`config.mk`:
```
export PLATFORM = sky130hd
export DESIGN_NAME = xrc_top
export DESIGN_NICKNAME = d
export VERILOG_FILES = /design/src/hw/xrc_pkg.sv /design/src/hw/xrc_rd_if.sv /design/src/hw/xrc_read_engine.sv /design/src/hw/xrc_top.sv
export SDC_FILE = /design/constraint.sdc
export NUM_CORES = 1
export LEC_CHECK = 0
export BUFFER_PORTS_ARGS = -buffer_cell sky130_fd_sc_hd__clkbuf_2
export CORE_MARGIN = 10
export CORE_UTILIZATION = 25
export CTS_CLUSTER_SIZE = 20
export DETAILED_ROUTE_END_ITERATION = 6
export MAX_ROUTING_LAYER = met4
export PLACE_DENSITY = 0.54
export SYNTH_ARGS = -nofsm -noshare
export SYNTH_HDL_FRONTEND = slang
export SYNTH_SLANG_ARGS = --single-unit
```
`constraint.sdc`:
```
create_clock -name clk_sys -period 3.9 [get_ports clk_sys]
set_input_delay 0.195 -clock clk_sys [delete_from_list [all_inputs] [get_ports clk_sys]]
set_output_delay 0.195 -clock clk_sys [all_outputs]
set_load 0.03 [all_outputs]
```
`src/hw/xrc_pkg.sv`:
```
/*
 * Constants of the lane control read block: register map, fields,
 * reset values, clock source codes and cycle counts.
 * Assumes one 10 MHz system clock and an AXI4-Lite master with 32-bit data.
 */
// Behaviour
// - Busy high during fetch, low after
// - Data valid flags returned control values
// - Core clocks write transmit, read receive FIFO
// - Fabric core clock overrides lane output clock
// - Otherwise lane output clock writes transmit FIFO
// - Shared mode uses lane 0 output clock
// - Receive: shared, own transmit, own receive
// - Transmit: shared or own lane clock
// - Four lanes give two-bit lane select
package xrc_pkg;

  localparam int LANES     = 4;
  localparam int LANE_W    = 2;
  localparam int ANA_W     = 8;
  localparam int ADDR_W    = 4;

  // Register byte offsets
  localparam logic [ADDR_W-1:0] OFS_CTRL   = 4'h0;
  localparam logic [ADDR_W-1:0] OFS_STATUS = 4'h4;
  localparam logic [ADDR_W-1:0] OFS_RDATA  = 4'h8;
  localparam logic [ADDR_W-1:0] OFS_CLKCFG = 4'hC;

  // Control register fields
  localparam int CTRL_LANE_LSB = 0;
  localparam int CTRL_DIR_LSB  = 4;
  localparam int CTRL_START    = 8;
  localparam int CTRL_DRST     = 9;

  // Status register fields
  localparam int STAT_BUSY  = 0;
  localparam int STAT_VALID = 1;

  // Clock configuration fields
  localparam int CCFG_TX_SHARED = 0;
  localparam int CCFG_FABRIC    = 1;
  localparam int CCFG_RX_LSB    = 2;

  // Reset values
  localparam logic [LANE_W-1:0] RST_LANE   = 2'h0;
  localparam logic [1:0]        RST_DIR    = 2'h2;
  localparam logic [3:0]        RST_CLKCFG = 4'h0;

  // Direction codes
  localparam logic [1:0] DIR_RX   = 2'h1;
  localparam logic [1:0] DIR_TX   = 2'h2;
  localparam logic [1:0] DIR_BOTH = 2'h3;

  // Transmit FIFO write clock sources
  localparam logic [1:0] TXSEL_OWN    = 2'h0;
  localparam logic [1:0] TXSEL_LANE0  = 2'h1;
  localparam logic [1:0] TXSEL_FABRIC = 2'h2;

  // Receive FIFO read clock sources
  localparam logic [1:0] RXSEL_SHARED_TX = 2'h0;
  localparam logic [1:0] RXSEL_OWN_TX    = 2'h1;
  localparam logic [1:0] RXSEL_OWN_RX    = 2'h2;

  // AXI responses
  localparam logic [1:0] RESP_OKAY   = 2'h0;
  localparam logic [1:0] RESP_DECERR = 2'h3;

  // Cycle counts
  localparam int FETCH_CYCLES  = 4;
  localparam int DRST_CYCLES   = 2;
  localparam int CNT_W         = 3;

endpackage

```
`src/hw/xrc_rd_if.sv`:
```
/*
 * Link between the register front end and the read engine.
 * Assumes both ends run on the same clock.
 */
`timescale 1ns/1ps
interface xrc_rd_if;
  logic                                    start;
  logic [xrc_pkg::LANE_W-1:0]              lane;
  logic [1:0]                              dir;
  logic                                    busy;
  logic                                    valid;
  logic [2*xrc_pkg::ANA_W-1:0]             data;

  modport ctrl   (output start, output lane, output dir, input busy, input valid, input data);
  modport engine (input start, input lane, input dir, output busy, output valid, output data);
endinterface

```
`src/hw/xrc_read_engine.sv`:
```
/*
 * Read engine: fetches one lane's analog controls on a start pulse.
 * Assumes the lane control inputs are on clk_sys and stable while fetched.
 */
`timescale 1ns/1ps
module xrc_read_engine (
  // Clock and reset
  input  wire logic                                    clk_sys,
  input  wire logic                                    rst,
  // Request side
  xrc_rd_if.engine                                     rd,
  // Analog section values, one byte per lane
  input  wire logic [xrc_pkg::LANES*xrc_pkg::ANA_W-1:0] lane_tx_ctrl,
  input  wire logic [xrc_pkg::LANES*xrc_pkg::ANA_W-1:0] lane_rx_ctrl
);

  typedef enum logic {XRC_IDLE, XRC_FETCH} xrc_state_t;

  xrc_state_t                     state_q, state_d;
  logic [xrc_pkg::CNT_W-1:0]      cnt_q, cnt_d;
  logic [xrc_pkg::LANE_W-1:0]     lane_q, lane_d;
  logic [1:0]                     dir_q, dir_d;
  logic                           busy_q, busy_d;
  logic                           valid_q, valid_d;
  logic [2*xrc_pkg::ANA_W-1:0]    data_q, data_d;
  logic [xrc_pkg::ANA_W-1:0]      tx_sel, rx_sel;

  assign tx_sel = lane_tx_ctrl[lane_q*xrc_pkg::ANA_W +: xrc_pkg::ANA_W];
  assign rx_sel = lane_rx_ctrl[lane_q*xrc_pkg::ANA_W +: xrc_pkg::ANA_W];

  always_comb begin
    state_d = state_q;
    cnt_d   = cnt_q;
    lane_d  = lane_q;
    dir_d   = dir_q;
    busy_d  = busy_q;
    valid_d = valid_q;
    data_d  = data_q;
    case (state_q)
      XRC_IDLE: begin
        // Strobe only counts here, so a pulse during a fetch is dropped
        if (rd.start) begin
          lane_d  = rd.lane;
          dir_d   = rd.dir;
          valid_d = 1'b0;
          busy_d  = 1'b1;
          cnt_d   = xrc_pkg::CNT_W'(xrc_pkg::FETCH_CYCLES - 1);
          state_d = XRC_FETCH;
        end
      end
      XRC_FETCH: begin
        if (cnt_q == '0) begin
          case (dir_q)
            xrc_pkg::DIR_TX:   data_d = {{xrc_pkg::ANA_W{1'b0}}, tx_sel};
            xrc_pkg::DIR_RX:   data_d = {rx_sel, {xrc_pkg::ANA_W{1'b0}}};
            xrc_pkg::DIR_BOTH: data_d = {rx_sel, tx_sel};
            default:           data_d = '0;
          endcase
          busy_d  = 1'b0;
          valid_d = 1'b1;
          state_d = XRC_IDLE;
        end else begin
          cnt_d = cnt_q - 1'b1;
        end
      end
      default: state_d = XRC_IDLE;
    endcase
  end

  always_ff @(posedge clk_sys or posedge rst) begin
    if (rst) begin
      state_q <= XRC_IDLE;
      cnt_q   <= '0;
      lane_q  <= xrc_pkg::RST_LANE;
      dir_q   <= xrc_pkg::RST_DIR;
      busy_q  <= 1'b0;
      valid_q <= 1'b0;
      data_q  <= '0;
    end else begin
      state_q <= state_d;
      cnt_q   <= cnt_d;
      lane_q  <= lane_d;
      dir_q   <= dir_d;
      busy_q  <= busy_d;
      valid_q <= valid_d;
      data_q  <= data_d;
    end
  end

  assign rd.busy  = busy_q;
  assign rd.valid = valid_q;
  assign rd.data  = data_q;

endmodule

```
`src/hw/xrc_top.sv`:
```
/*
 * Lane control read block with core clock source selection,
 * reached over AXI4-Lite.
 * Assumes lane control values arrive on clk_sys; clock selects drive
 * clock muxes outside this block.
 */
// The AXI4-Lite slave port and the register addresses were decided locally.
`timescale 1ns/1ps
module xrc_top (
  // Clock and reset
  input  wire logic                                    clk_sys,
  input  wire logic                                    rst,
  // AXI4-Lite write address
  input  wire logic                                    s_axi_awvalid,
  output logic                                         s_axi_awready,
  input  wire logic [xrc_pkg::ADDR_W-1:0]              s_axi_awaddr,
  // AXI4-Lite write data
  input  wire logic                                    s_axi_wvalid,
  output logic                                         s_axi_wready,
  input  wire logic [31:0]                             s_axi_wdata,
  input  wire logic [3:0]                              s_axi_wstrb,
  // AXI4-Lite write response
  output logic                                         s_axi_bvalid,
  input  wire logic                                    s_axi_bready,
  output logic [1:0]                                   s_axi_bresp,
  // AXI4-Lite read address
  input  wire logic                                    s_axi_arvalid,
  output logic                                         s_axi_arready,
  input  wire logic [xrc_pkg::ADDR_W-1:0]              s_axi_araddr,
  // AXI4-Lite read data
  output logic                                         s_axi_rvalid,
  input  wire logic                                    s_axi_rready,
  output logic [31:0]                                  s_axi_rdata,
  output logic [1:0]                                   s_axi_rresp,
  // Analog section values
  input  wire logic [xrc_pkg::LANES*xrc_pkg::ANA_W-1:0] lane_tx_ctrl,
  input  wire logic [xrc_pkg::LANES*xrc_pkg::ANA_W-1:0] lane_rx_ctrl,
  // Status and clocking outputs
  output logic                                         busy,
  output logic                                         data_valid,
  output logic [2*xrc_pkg::LANES-1:0]                  tx_wr_clk_sel,
  output logic [2*xrc_pkg::LANES-1:0]                  rx_rd_clk_sel,
  output logic                                         digital_rst
);

  xrc_rd_if rd ();

  xrc_read_engine u_engine (
    .clk_sys      (clk_sys),
    .rst          (rst),
    .rd           (rd),
    .lane_tx_ctrl (lane_tx_ctrl),
    .lane_rx_ctrl (lane_rx_ctrl)
  );

  // Bus state
  logic                          awready_q, awready_d;
  logic                          wready_q, wready_d;
  logic                          aw_got_q, aw_got_d;
  logic                          w_got_q, w_got_d;
  logic [xrc_pkg::ADDR_W-1:0]    waddr_q, waddr_d;
  logic [31:0]                   wdata_q, wdata_d;
  logic [3:0]                    wstrb_q, wstrb_d;
  logic                          bvalid_q, bvalid_d;
  logic [1:0]                    bresp_q, bresp_d;
  logic                          arready_q, arready_d;
  logic                          rvalid_q, rvalid_d;
  logic [31:0]                   rdata_q, rdata_d;
  logic [1:0]                    rresp_q, rresp_d;
  // Register state
  logic [xrc_pkg::LANE_W-1:0]    lane_q, lane_d;
  logic [1:0]                    dir_q, dir_d;
  logic [3:0]                    clkcfg_q, clkcfg_d;
  logic                          start_q, start_d;
  logic [xrc_pkg::CNT_W-1:0]     drst_cnt_q, drst_cnt_d;
  logic                          drst_q, drst_d;
  logic [2*xrc_pkg::LANES-1:0]   txsel_q, txsel_d;
  logic [2*xrc_pkg::LANES-1:0]   rxsel_q, rxsel_d;
  logic [31:0]                   wmask;
  logic [31:0]                   ctrl_new;

  always_comb begin
    for (int i = 0; i < 4; i++) begin
      wmask[8*i +: 8] = {8{wstrb_q[i]}};
    end
  end

  assign ctrl_new = wdata_q & wmask;

  // Write channels
  always_comb begin
    aw_got_d   = aw_got_q | (s_axi_awvalid & awready_q);
    w_got_d    = w_got_q | (s_axi_wvalid & wready_q);
    waddr_d    = (s_axi_awvalid & awready_q) ? s_axi_awaddr : waddr_q;
    wdata_d    = (s_axi_wvalid & wready_q) ? s_axi_wdata : wdata_q;
    wstrb_d    = (s_axi_wvalid & wready_q) ? s_axi_wstrb : wstrb_q;
    bvalid_d   = bvalid_q & ~s_axi_bready;
    bresp_d    = bresp_q;
    lane_d     = lane_q;
    dir_d      = dir_q;
    clkcfg_d   = clkcfg_q;
    start_d    = 1'b0;
    drst_cnt_d = (drst_cnt_q != '0) ? drst_cnt_q - 1'b1 : drst_cnt_q;
    // Address and data may land in either order; both are needed to commit
    if (aw_got_q && w_got_q && !bvalid_q) begin
      aw_got_d = 1'b0;
      w_got_d  = 1'b0;
      bvalid_d = 1'b1;
      bresp_d  = xrc_pkg::RESP_OKAY;
      if (waddr_q == xrc_pkg::OFS_CTRL) begin
        if (wstrb_q[0]) begin
          lane_d = ctrl_new[xrc_pkg::CTRL_LANE_LSB +: xrc_pkg::LANE_W];
          dir_d  = ctrl_new[xrc_pkg::CTRL_DIR_LSB +: 2];
        end
        // One-cycle strobe; engine drops it if busy
        start_d = ctrl_new[xrc_pkg::CTRL_START];
        if (ctrl_new[xrc_pkg::CTRL_DRST]) begin
          drst_cnt_d = xrc_pkg::CNT_W'(xrc_pkg::DRST_CYCLES);
        end
      end else if (waddr_q == xrc_pkg::OFS_CLKCFG) begin
        if (wstrb_q[0]) begin
          clkcfg_d = ctrl_new[3:0];
        end
      end else if (waddr_q == xrc_pkg::OFS_STATUS || waddr_q == xrc_pkg::OFS_RDATA) begin
        bresp_d = xrc_pkg::RESP_OKAY;
      end else begin
        bresp_d = xrc_pkg::RESP_DECERR;
      end
    end
    awready_d = ~aw_got_d & ~bvalid_d;
    wready_d  = ~w_got_d & ~bvalid_d;
    drst_d    = (drst_cnt_d != '0);
  end

  // Read channel
  always_comb begin
    arready_d = arready_q;
    rvalid_d  = rvalid_q;
    rdata_d   = rdata_q;
    rresp_d   = rresp_q;
    if (rvalid_q && s_axi_rready) begin
      rvalid_d  = 1'b0;
      arready_d = 1'b1;
    end
    // Ready comes up after reset and whenever no answer is pending
    if (!arready_q && !rvalid_q) begin
      arready_d = 1'b1;
    end
    if (s_axi_arvalid && arready_q) begin
      arready_d = 1'b0;
      rvalid_d  = 1'b1;
      rresp_d   = xrc_pkg::RESP_OKAY;
      rdata_d   = '0;
      if (s_axi_araddr == xrc_pkg::OFS_CTRL) begin
        rdata_d[xrc_pkg::CTRL_LANE_LSB +: xrc_pkg::LANE_W] = lane_q;
        rdata_d[xrc_pkg::CTRL_DIR_LSB +: 2]                = dir_q;
        rdata_d[xrc_pkg::CTRL_DRST]                        = drst_q;
      end else if (s_axi_araddr == xrc_pkg::OFS_STATUS) begin
        rdata_d[xrc_pkg::STAT_BUSY]  = rd.busy;
        rdata_d[xrc_pkg::STAT_VALID] = rd.valid;
      end else if (s_axi_araddr == xrc_pkg::OFS_RDATA) begin
        rdata_d[2*xrc_pkg::ANA_W-1:0] = rd.data;
      end else if (s_axi_araddr == xrc_pkg::OFS_CLKCFG) begin
        rdata_d[3:0] = clkcfg_q;
      end else begin
        rresp_d = xrc_pkg::RESP_DECERR;
      end
    end
  end

  // Core clock source per lane
  for (genvar g = 0; g < xrc_pkg::LANES; g++) begin : g_lane
    always_comb begin
      // Fabric clock wins over both lane output clock choices
      if (clkcfg_q[xrc_pkg::CCFG_FABRIC]) begin
        txsel_d[2*g +: 2] = xrc_pkg::TXSEL_FABRIC;
      end else if (clkcfg_q[xrc_pkg::CCFG_TX_SHARED] && g != 0) begin
        txsel_d[2*g +: 2] = xrc_pkg::TXSEL_LANE0;
      end else begin
        txsel_d[2*g +: 2] = xrc_pkg::TXSEL_OWN;
      end
      // Code 3 falls back to the lane's own receive clock
      case (clkcfg_q[xrc_pkg::CCFG_RX_LSB +: 2])
        2'h0:    rxsel_d[2*g +: 2] = xrc_pkg::RXSEL_SHARED_TX;
        2'h1:    rxsel_d[2*g +: 2] = xrc_pkg::RXSEL_OWN_TX;
        default: rxsel_d[2*g +: 2] = xrc_pkg::RXSEL_OWN_RX;
      endcase
    end
  end

  always_ff @(posedge clk_sys or posedge rst) begin
    if (rst) begin
      awready_q  <= 1'b0;
      wready_q   <= 1'b0;
      aw_got_q   <= 1'b0;
      w_got_q    <= 1'b0;
      waddr_q    <= '0;
      wdata_q    <= '0;
      wstrb_q    <= '0;
      bvalid_q   <= 1'b0;
      bresp_q    <= xrc_pkg::RESP_OKAY;
      arready_q  <= 1'b0;
      rvalid_q   <= 1'b0;
      rdata_q    <= '0;
      rresp_q    <= xrc_pkg::RESP_OKAY;
      lane_q     <= xrc_pkg::RST_LANE;
      dir_q      <= xrc_pkg::RST_DIR;
      clkcfg_q   <= xrc_pkg::RST_CLKCFG;
      start_q    <= 1'b0;
      drst_cnt_q <= '0;
      drst_q     <= 1'b0;
      txsel_q    <= '0;
      rxsel_q    <= '0;
    end else begin
      awready_q  <= awready_d;
      wready_q   <= wready_d;
      aw_got_q   <= aw_got_d;
      w_got_q    <= w_got_d;
      waddr_q    <= waddr_d;
      wdata_q    <= wdata_d;
      wstrb_q    <= wstrb_d;
      bvalid_q   <= bvalid_d;
      bresp_q    <= bresp_d;
      arready_q  <= arready_d;
      rvalid_q   <= rvalid_d;
      rdata_q    <= rdata_d;
      rresp_q    <= rresp_d;
      lane_q     <= lane_d;
      dir_q      <= dir_d;
      clkcfg_q   <= clkcfg_d;
      start_q    <= start_d;
      drst_cnt_q <= drst_cnt_d;
      drst_q     <= drst_d;
      txsel_q    <= txsel_d;
      rxsel_q    <= rxsel_d;
    end
  end

  assign rd.start = start_q;
  assign rd.lane  = lane_q;
  assign rd.dir   = dir_q;

  assign s_axi_awready = awready_q;
  assign s_axi_wready  = wready_q;
  assign s_axi_bvalid  = bvalid_q;
  assign s_axi_bresp   = bresp_q;
  assign s_axi_arready = arready_q;
  assign s_axi_rvalid  = rvalid_q;
  assign s_axi_rdata   = rdata_q;
  assign s_axi_rresp   = rresp_q;
  assign busy          = rd.busy;
  assign data_valid    = rd.valid;
  assign tx_wr_clk_sel = txsel_q;
  assign rx_rd_clk_sel = rxsel_q;
  assign digital_rst   = drst_q;

endmodule

```
==> flow_summary.yaml <==
clock_network:
  post_cts_buffers: 0
  clock_sink_count: 82
  cts_hold_repair.buffers: 0
  tritoncts_buffers: 9
  tritoncts_clock_tree: "done"
  clk-insertion-delay-late_ps: 340
  cts.clk_slew.worst_paths_ps: 60
  cts-root-buf: "sky130_fd_sc_hd__clkbuf_16"
  clockBufferDepth: 2
  cts_htree_levels: 3
  cts-resized-gates: 0
drt:
  drtAntennaViolNets: 0
  met2_wirelength_um: 5200
  wirelength_um: 10600
  firstDrtPassIters: 4
  topRoutingLayerUsed: "met4"
  detail_route.vias_per_cell: 4.48
  met3_length_um: 835
  remaining_drc_errors: 0
  via_count: 2704
  first_iter_violations: 65
  m1WireLength_um: 4400
  wl_per_cell_um: 17.5
layout:
  n_antenna_cell: 0
  fin_nets: 531
  final_area_um2: 4890
  drive_above_1_share: 0.450
  area_delta_synth_final_pct: 25.8
floorplan:
  die_h_um: 145
  rows: 45
  start_util: 0.256
  core_area_um2: 15200
  die_area_um2: 20900
  die-width_um: 145
  io_pins: 175
placed_design:
  place_area_um2: 4540
  place.detailed.hpwl_um: 8420
  finalWeightedCongestion: 0.744
  io_buffer_count: 131
timing:
  final.period_utilization: 0.538
  setup_tns_ps: 0
  fin_worst_skew_ps: 5.72
  final-setup-viol-count: 0
  hold_slack_ps: 42.4
  timing.max_slew.rel_slack: 0.309
  clock.fmax_mhz: 477
  rsz0062_at_grt: "no"
  fin_crit_ps: 2100
  max_slew_violation_count: 0
  max_slew.worst_pin.slew_ps: 1040
  hold_viol_final: 0
pwr:
  internal_power_uw: 2060
  leakage_power_total_uw: 0.00244
  power.switching_fraction: 0.320
  p_comb_frac: 0.267
  total_power_uw: 3030
  switching_power_uw: 970
  p_seq_frac: 0.404
  power_frac_clock: 0.329
  power_density_nw_per_um2: 620
  vdd_ir_drop_max_mv: 0.378
synthesis:
  synth_seq_cells: 82
  ys_seq_area_frac: 0.528
  syn-cell-area_um2: 3890
  yosys_warnings: 0
  synth_cell_type_count: 41
  synthesis.instances: 296
  postSynthAreaPerCell_um2: 13.1
worst_hold_path:
  timing.hold.worst.class: "primary input to asynchronous set/reset pin"
setup_path:
  timing.critical_path.to_type: "register"
  cp.arrival_ps: 2370
  setup.worst_path.class: "register to register"
  worst-path-max-fanout: 14
  worstSetupStartpointType: "register"
  cp.required_ps: 4170
run_status:
  run_status: "finished clean"
global_routing:
  grt_pass1_wl_um: 16300
  grt_use_total: 0.105
  first_global_vias: 2962
  antenna_found_initial: 0
  total_grt_overflow: 0
  grt_max_degree: 55
flow_run:
  drv_cap: 0
-- sequential cells by signal, indices dropped and copies added, names as in the netlist, 2 cells and up --
signal,cells
drst_cnt_q,3
u_engine.rd.data,16
u_engine.cnt_q,3
wstrb_q,2
lane_q,2
waddr_q,4
wdata_q,8
u_engine.lane_q,2
s_axi_rdata,16
tx_wr_clk_sel,2
u_engine.dir_q,2
dir_q,2
rx_rd_clk_sel,2
clkcfg_q,4
-- cell usage in the layout (no fill, tap or decap), types with 6 or more instances in the layout --
cell,netlist,final
sky130_fd_sc_hd__clkbuf_2,2,131
sky130_fd_sc_hd__dfrtp_1,80,80
sky130_fd_sc_hd__a22o_1,25,25
sky130_fd_sc_hd__mux2_2,25,25
sky130_fd_sc_hd__conb_1,1,17
sky130_fd_sc_hd__inv_1,13,12
sky130_fd_sc_hd__nor2_1,11,11
sky130_fd_sc_hd__nand2_1,11,11
sky130_fd_sc_hd__a21oi_1,10,10
sky130_fd_sc_hd__mux4_2,9,9
sky130_fd_sc_hd__clkbuf_16,0,9
sky130_fd_sc_hd__mux4_1,7,7
sky130_fd_sc_hd__nor2b_1,6,6
-- final timing paths --
| check | startpoint | end | slack, ps | cells after the start |
|---|---|---|---|---|
| hold reg to reg | clkcfg_q[1]$_DFFE_PP0P_ | tx_wr_clk_sel[5]$_DFF_PP0_ | 460 | 0 |
| min in group clk_sys | s_axi_awvalid | s_axi_awready$_DFF_PP0_ | 60 | 2 |
| setup / recovery | u_engine.cnt_q[0]$_DFFE_PP0P_ | u_engine.rd.data[0]$_DFFE_PP0P_ | 1800 | 6 |
| max in group asynchronous | rst | clkcfg_q[0]$_DFFE_PP0P_ | 2920 | 3 |
| hold / removal | rst | u_engine.rd.data[11]$_DFFE_PP0P_ | 40 | 2 |
| setup reg to reg | u_engine.cnt_q[0]$_DFFE_PP0P_ | u_engine.rd.data[0]$_DFFE_PP0P_ | 1800 | 6 |
-- through the flow --
stage               utilization  worst slack, ps  cells
finish                    0.322             1800    604
global route              0.322             1610    604
CTS                       0.322             1740    604
detailed placement        0.298             1760    588
global placement          0.298             1810    588
floorplan                     -             1600    312
-- metal layers --
metal / GRT usage / up-vias
met5: - / -
met2: 0.173 / 88
li1: - / 1270
met1: 0.118 / 1333
met3: 0.0355 / 13
met4: 0.0346 / 0
-- final cells by class --
| type | instances | area [µm²] |
|---|---|---|
| Fill cell | 1538 | 10300 |
| Sequential cell | 82 | 2050 |
| Multi-Input combinational cell | 172 | 1530 |
| Timing Repair Buffer | 133 | 671 |
| Clock buffer | 12 | 256 |
| Tap cell | 188 | 235 |
| Clock inverter | 4 | 97.6 |
| Inverter | 13 | 50.0 |
-- kinds of logic (layout without fill, tap and decap cells) --
logic type,after synthesis,count (layout),synth area share
flops,82,82,0.528
buf+inv,58,162,0.0946
fa+ha+maj,5,5,0.0161
mux,46,46,0.185
simple gates,47,47,0.0641
compound gates,56,56,0.109
other cells,1,17,0.000965
xor+xnor,1,1,0.00225
-- critical path, cell delays in order (launching register included) --
cell and delay (ps):
sky130_fd_sc_hd__dfrtp_1 350, sky130_fd_sc_hd__inv_1 110, sky130_fd_sc_hd__ha_1 200, sky130_fd_sc_hd__nand3b_1 290
sky130_fd_sc_hd__buf_4 310, sky130_fd_sc_hd__nor2_1 540, sky130_fd_sc_hd__a22o_1 230
-- cells in the mapped netlist --
| library cell | instances | area, µm² |
|---|---|---|
| sky130_fd_sc_hd__and3b_1 | 1 | 8.76 |
| sky130_fd_sc_hd__dfrtp_1 | 80 | 2000 |
| sky130_fd_sc_hd__o21a_1 | 3 | 22.5 |
| sky130_fd_sc_hd__nand3_1 | 2 | 10.0 |
| sky130_fd_sc_hd__mux2_2 | 25 | 282 |
| sky130_fd_sc_hd__dfstp_2 | 2 | 52.6 |
| sky130_fd_sc_hd__nor2b_1 | 6 | 37.5 |
| sky130_fd_sc_hd__nand2b_1 | 2 | 12.5 |
| sky130_fd_sc_hd__buf_2 | 6 | 30.0 |
| sky130_fd_sc_hd__nand3b_1 | 1 | 7.51 |
| sky130_fd_sc_hd__mux4_1 | 7 | 184 |
| sky130_fd_sc_hd__and2_1 | 2 | 12.5 |
| sky130_fd_sc_hd__a31oi_1 | 2 | 12.5 |
| sky130_fd_sc_hd__buf_12 | 1 | 20.0 |
| sky130_fd_sc_hd__buf_4 | 31 | 233 |
| sky130_fd_sc_hd__a21oi_1 | 10 | 50.1 |
| sky130_fd_sc_hd__nand4b_1 | 1 | 8.76 |
| sky130_fd_sc_hd__clkbuf_1 | 4 | 15.0 |
| sky130_fd_sc_hd__a221oi_1 | 3 | 26.3 |
| sky130_fd_sc_hd__mux4_2 | 9 | 203 |
| sky130_fd_sc_hd__nor4_1 | 1 | 6.26 |
| sky130_fd_sc_hd__and3_1 | 3 | 18.8 |
| sky130_fd_sc_hd__or2_2 | 1 | 6.26 |
| sky130_fd_sc_hd__nand2_1 | 11 | 41.3 |
| sky130_fd_sc_hd__nor4b_2 | 1 | 15.0 |
| sky130_fd_sc_hd__a22o_1 | 25 | 219 |
| sky130_fd_sc_hd__a21o_1 | 2 | 15.0 |
| sky130_fd_sc_hd__a211oi_1 | 1 | 7.51 |
| sky130_fd_sc_hd__xor2_1 | 1 | 8.76 |
| sky130_fd_sc_hd__nand4_1 | 2 | 12.5 |
| sky130_fd_sc_hd__nor2_1 | 11 | 41.3 |
| sky130_fd_sc_hd__conb_1 | 1 | 3.75 |
| sky130_fd_sc_hd__o31ai_1 | 2 | 15.0 |
| sky130_fd_sc_hd__o21ai_0 | 5 | 25.0 |
| sky130_fd_sc_hd__nor3_1 | 2 | 10.0 |
| sky130_fd_sc_hd__a32o_1 | 3 | 30.0 |
| sky130_fd_sc_hd__inv_1 | 13 | 48.8 |
| sky130_fd_sc_hd__buf_6 | 1 | 11.3 |
| sky130_fd_sc_hd__clkbuf_2 | 2 | 10.0 |
| sky130_fd_sc_hd__mux2i_1 | 5 | 50.1 |
| sky130_fd_sc_hd__ha_1 | 5 | 62.6 |
-- power by group through the flow --
| stage | clock network (µW) | logic [µW] | registers, µW |
|---|---|---|---|
| after floorplan | 0 | 574 | 1290 |
| after global placement | 0 | 801 | 1230 |
| after detailed placement | 0 | 825 | 1240 |
| after CTS | 1030 | 827 | 1230 |
| after global routing | 1060 | 888 | 1260 |
| final | 996 | 809 | 1230 |
Power figures use the tool's default switching activity.
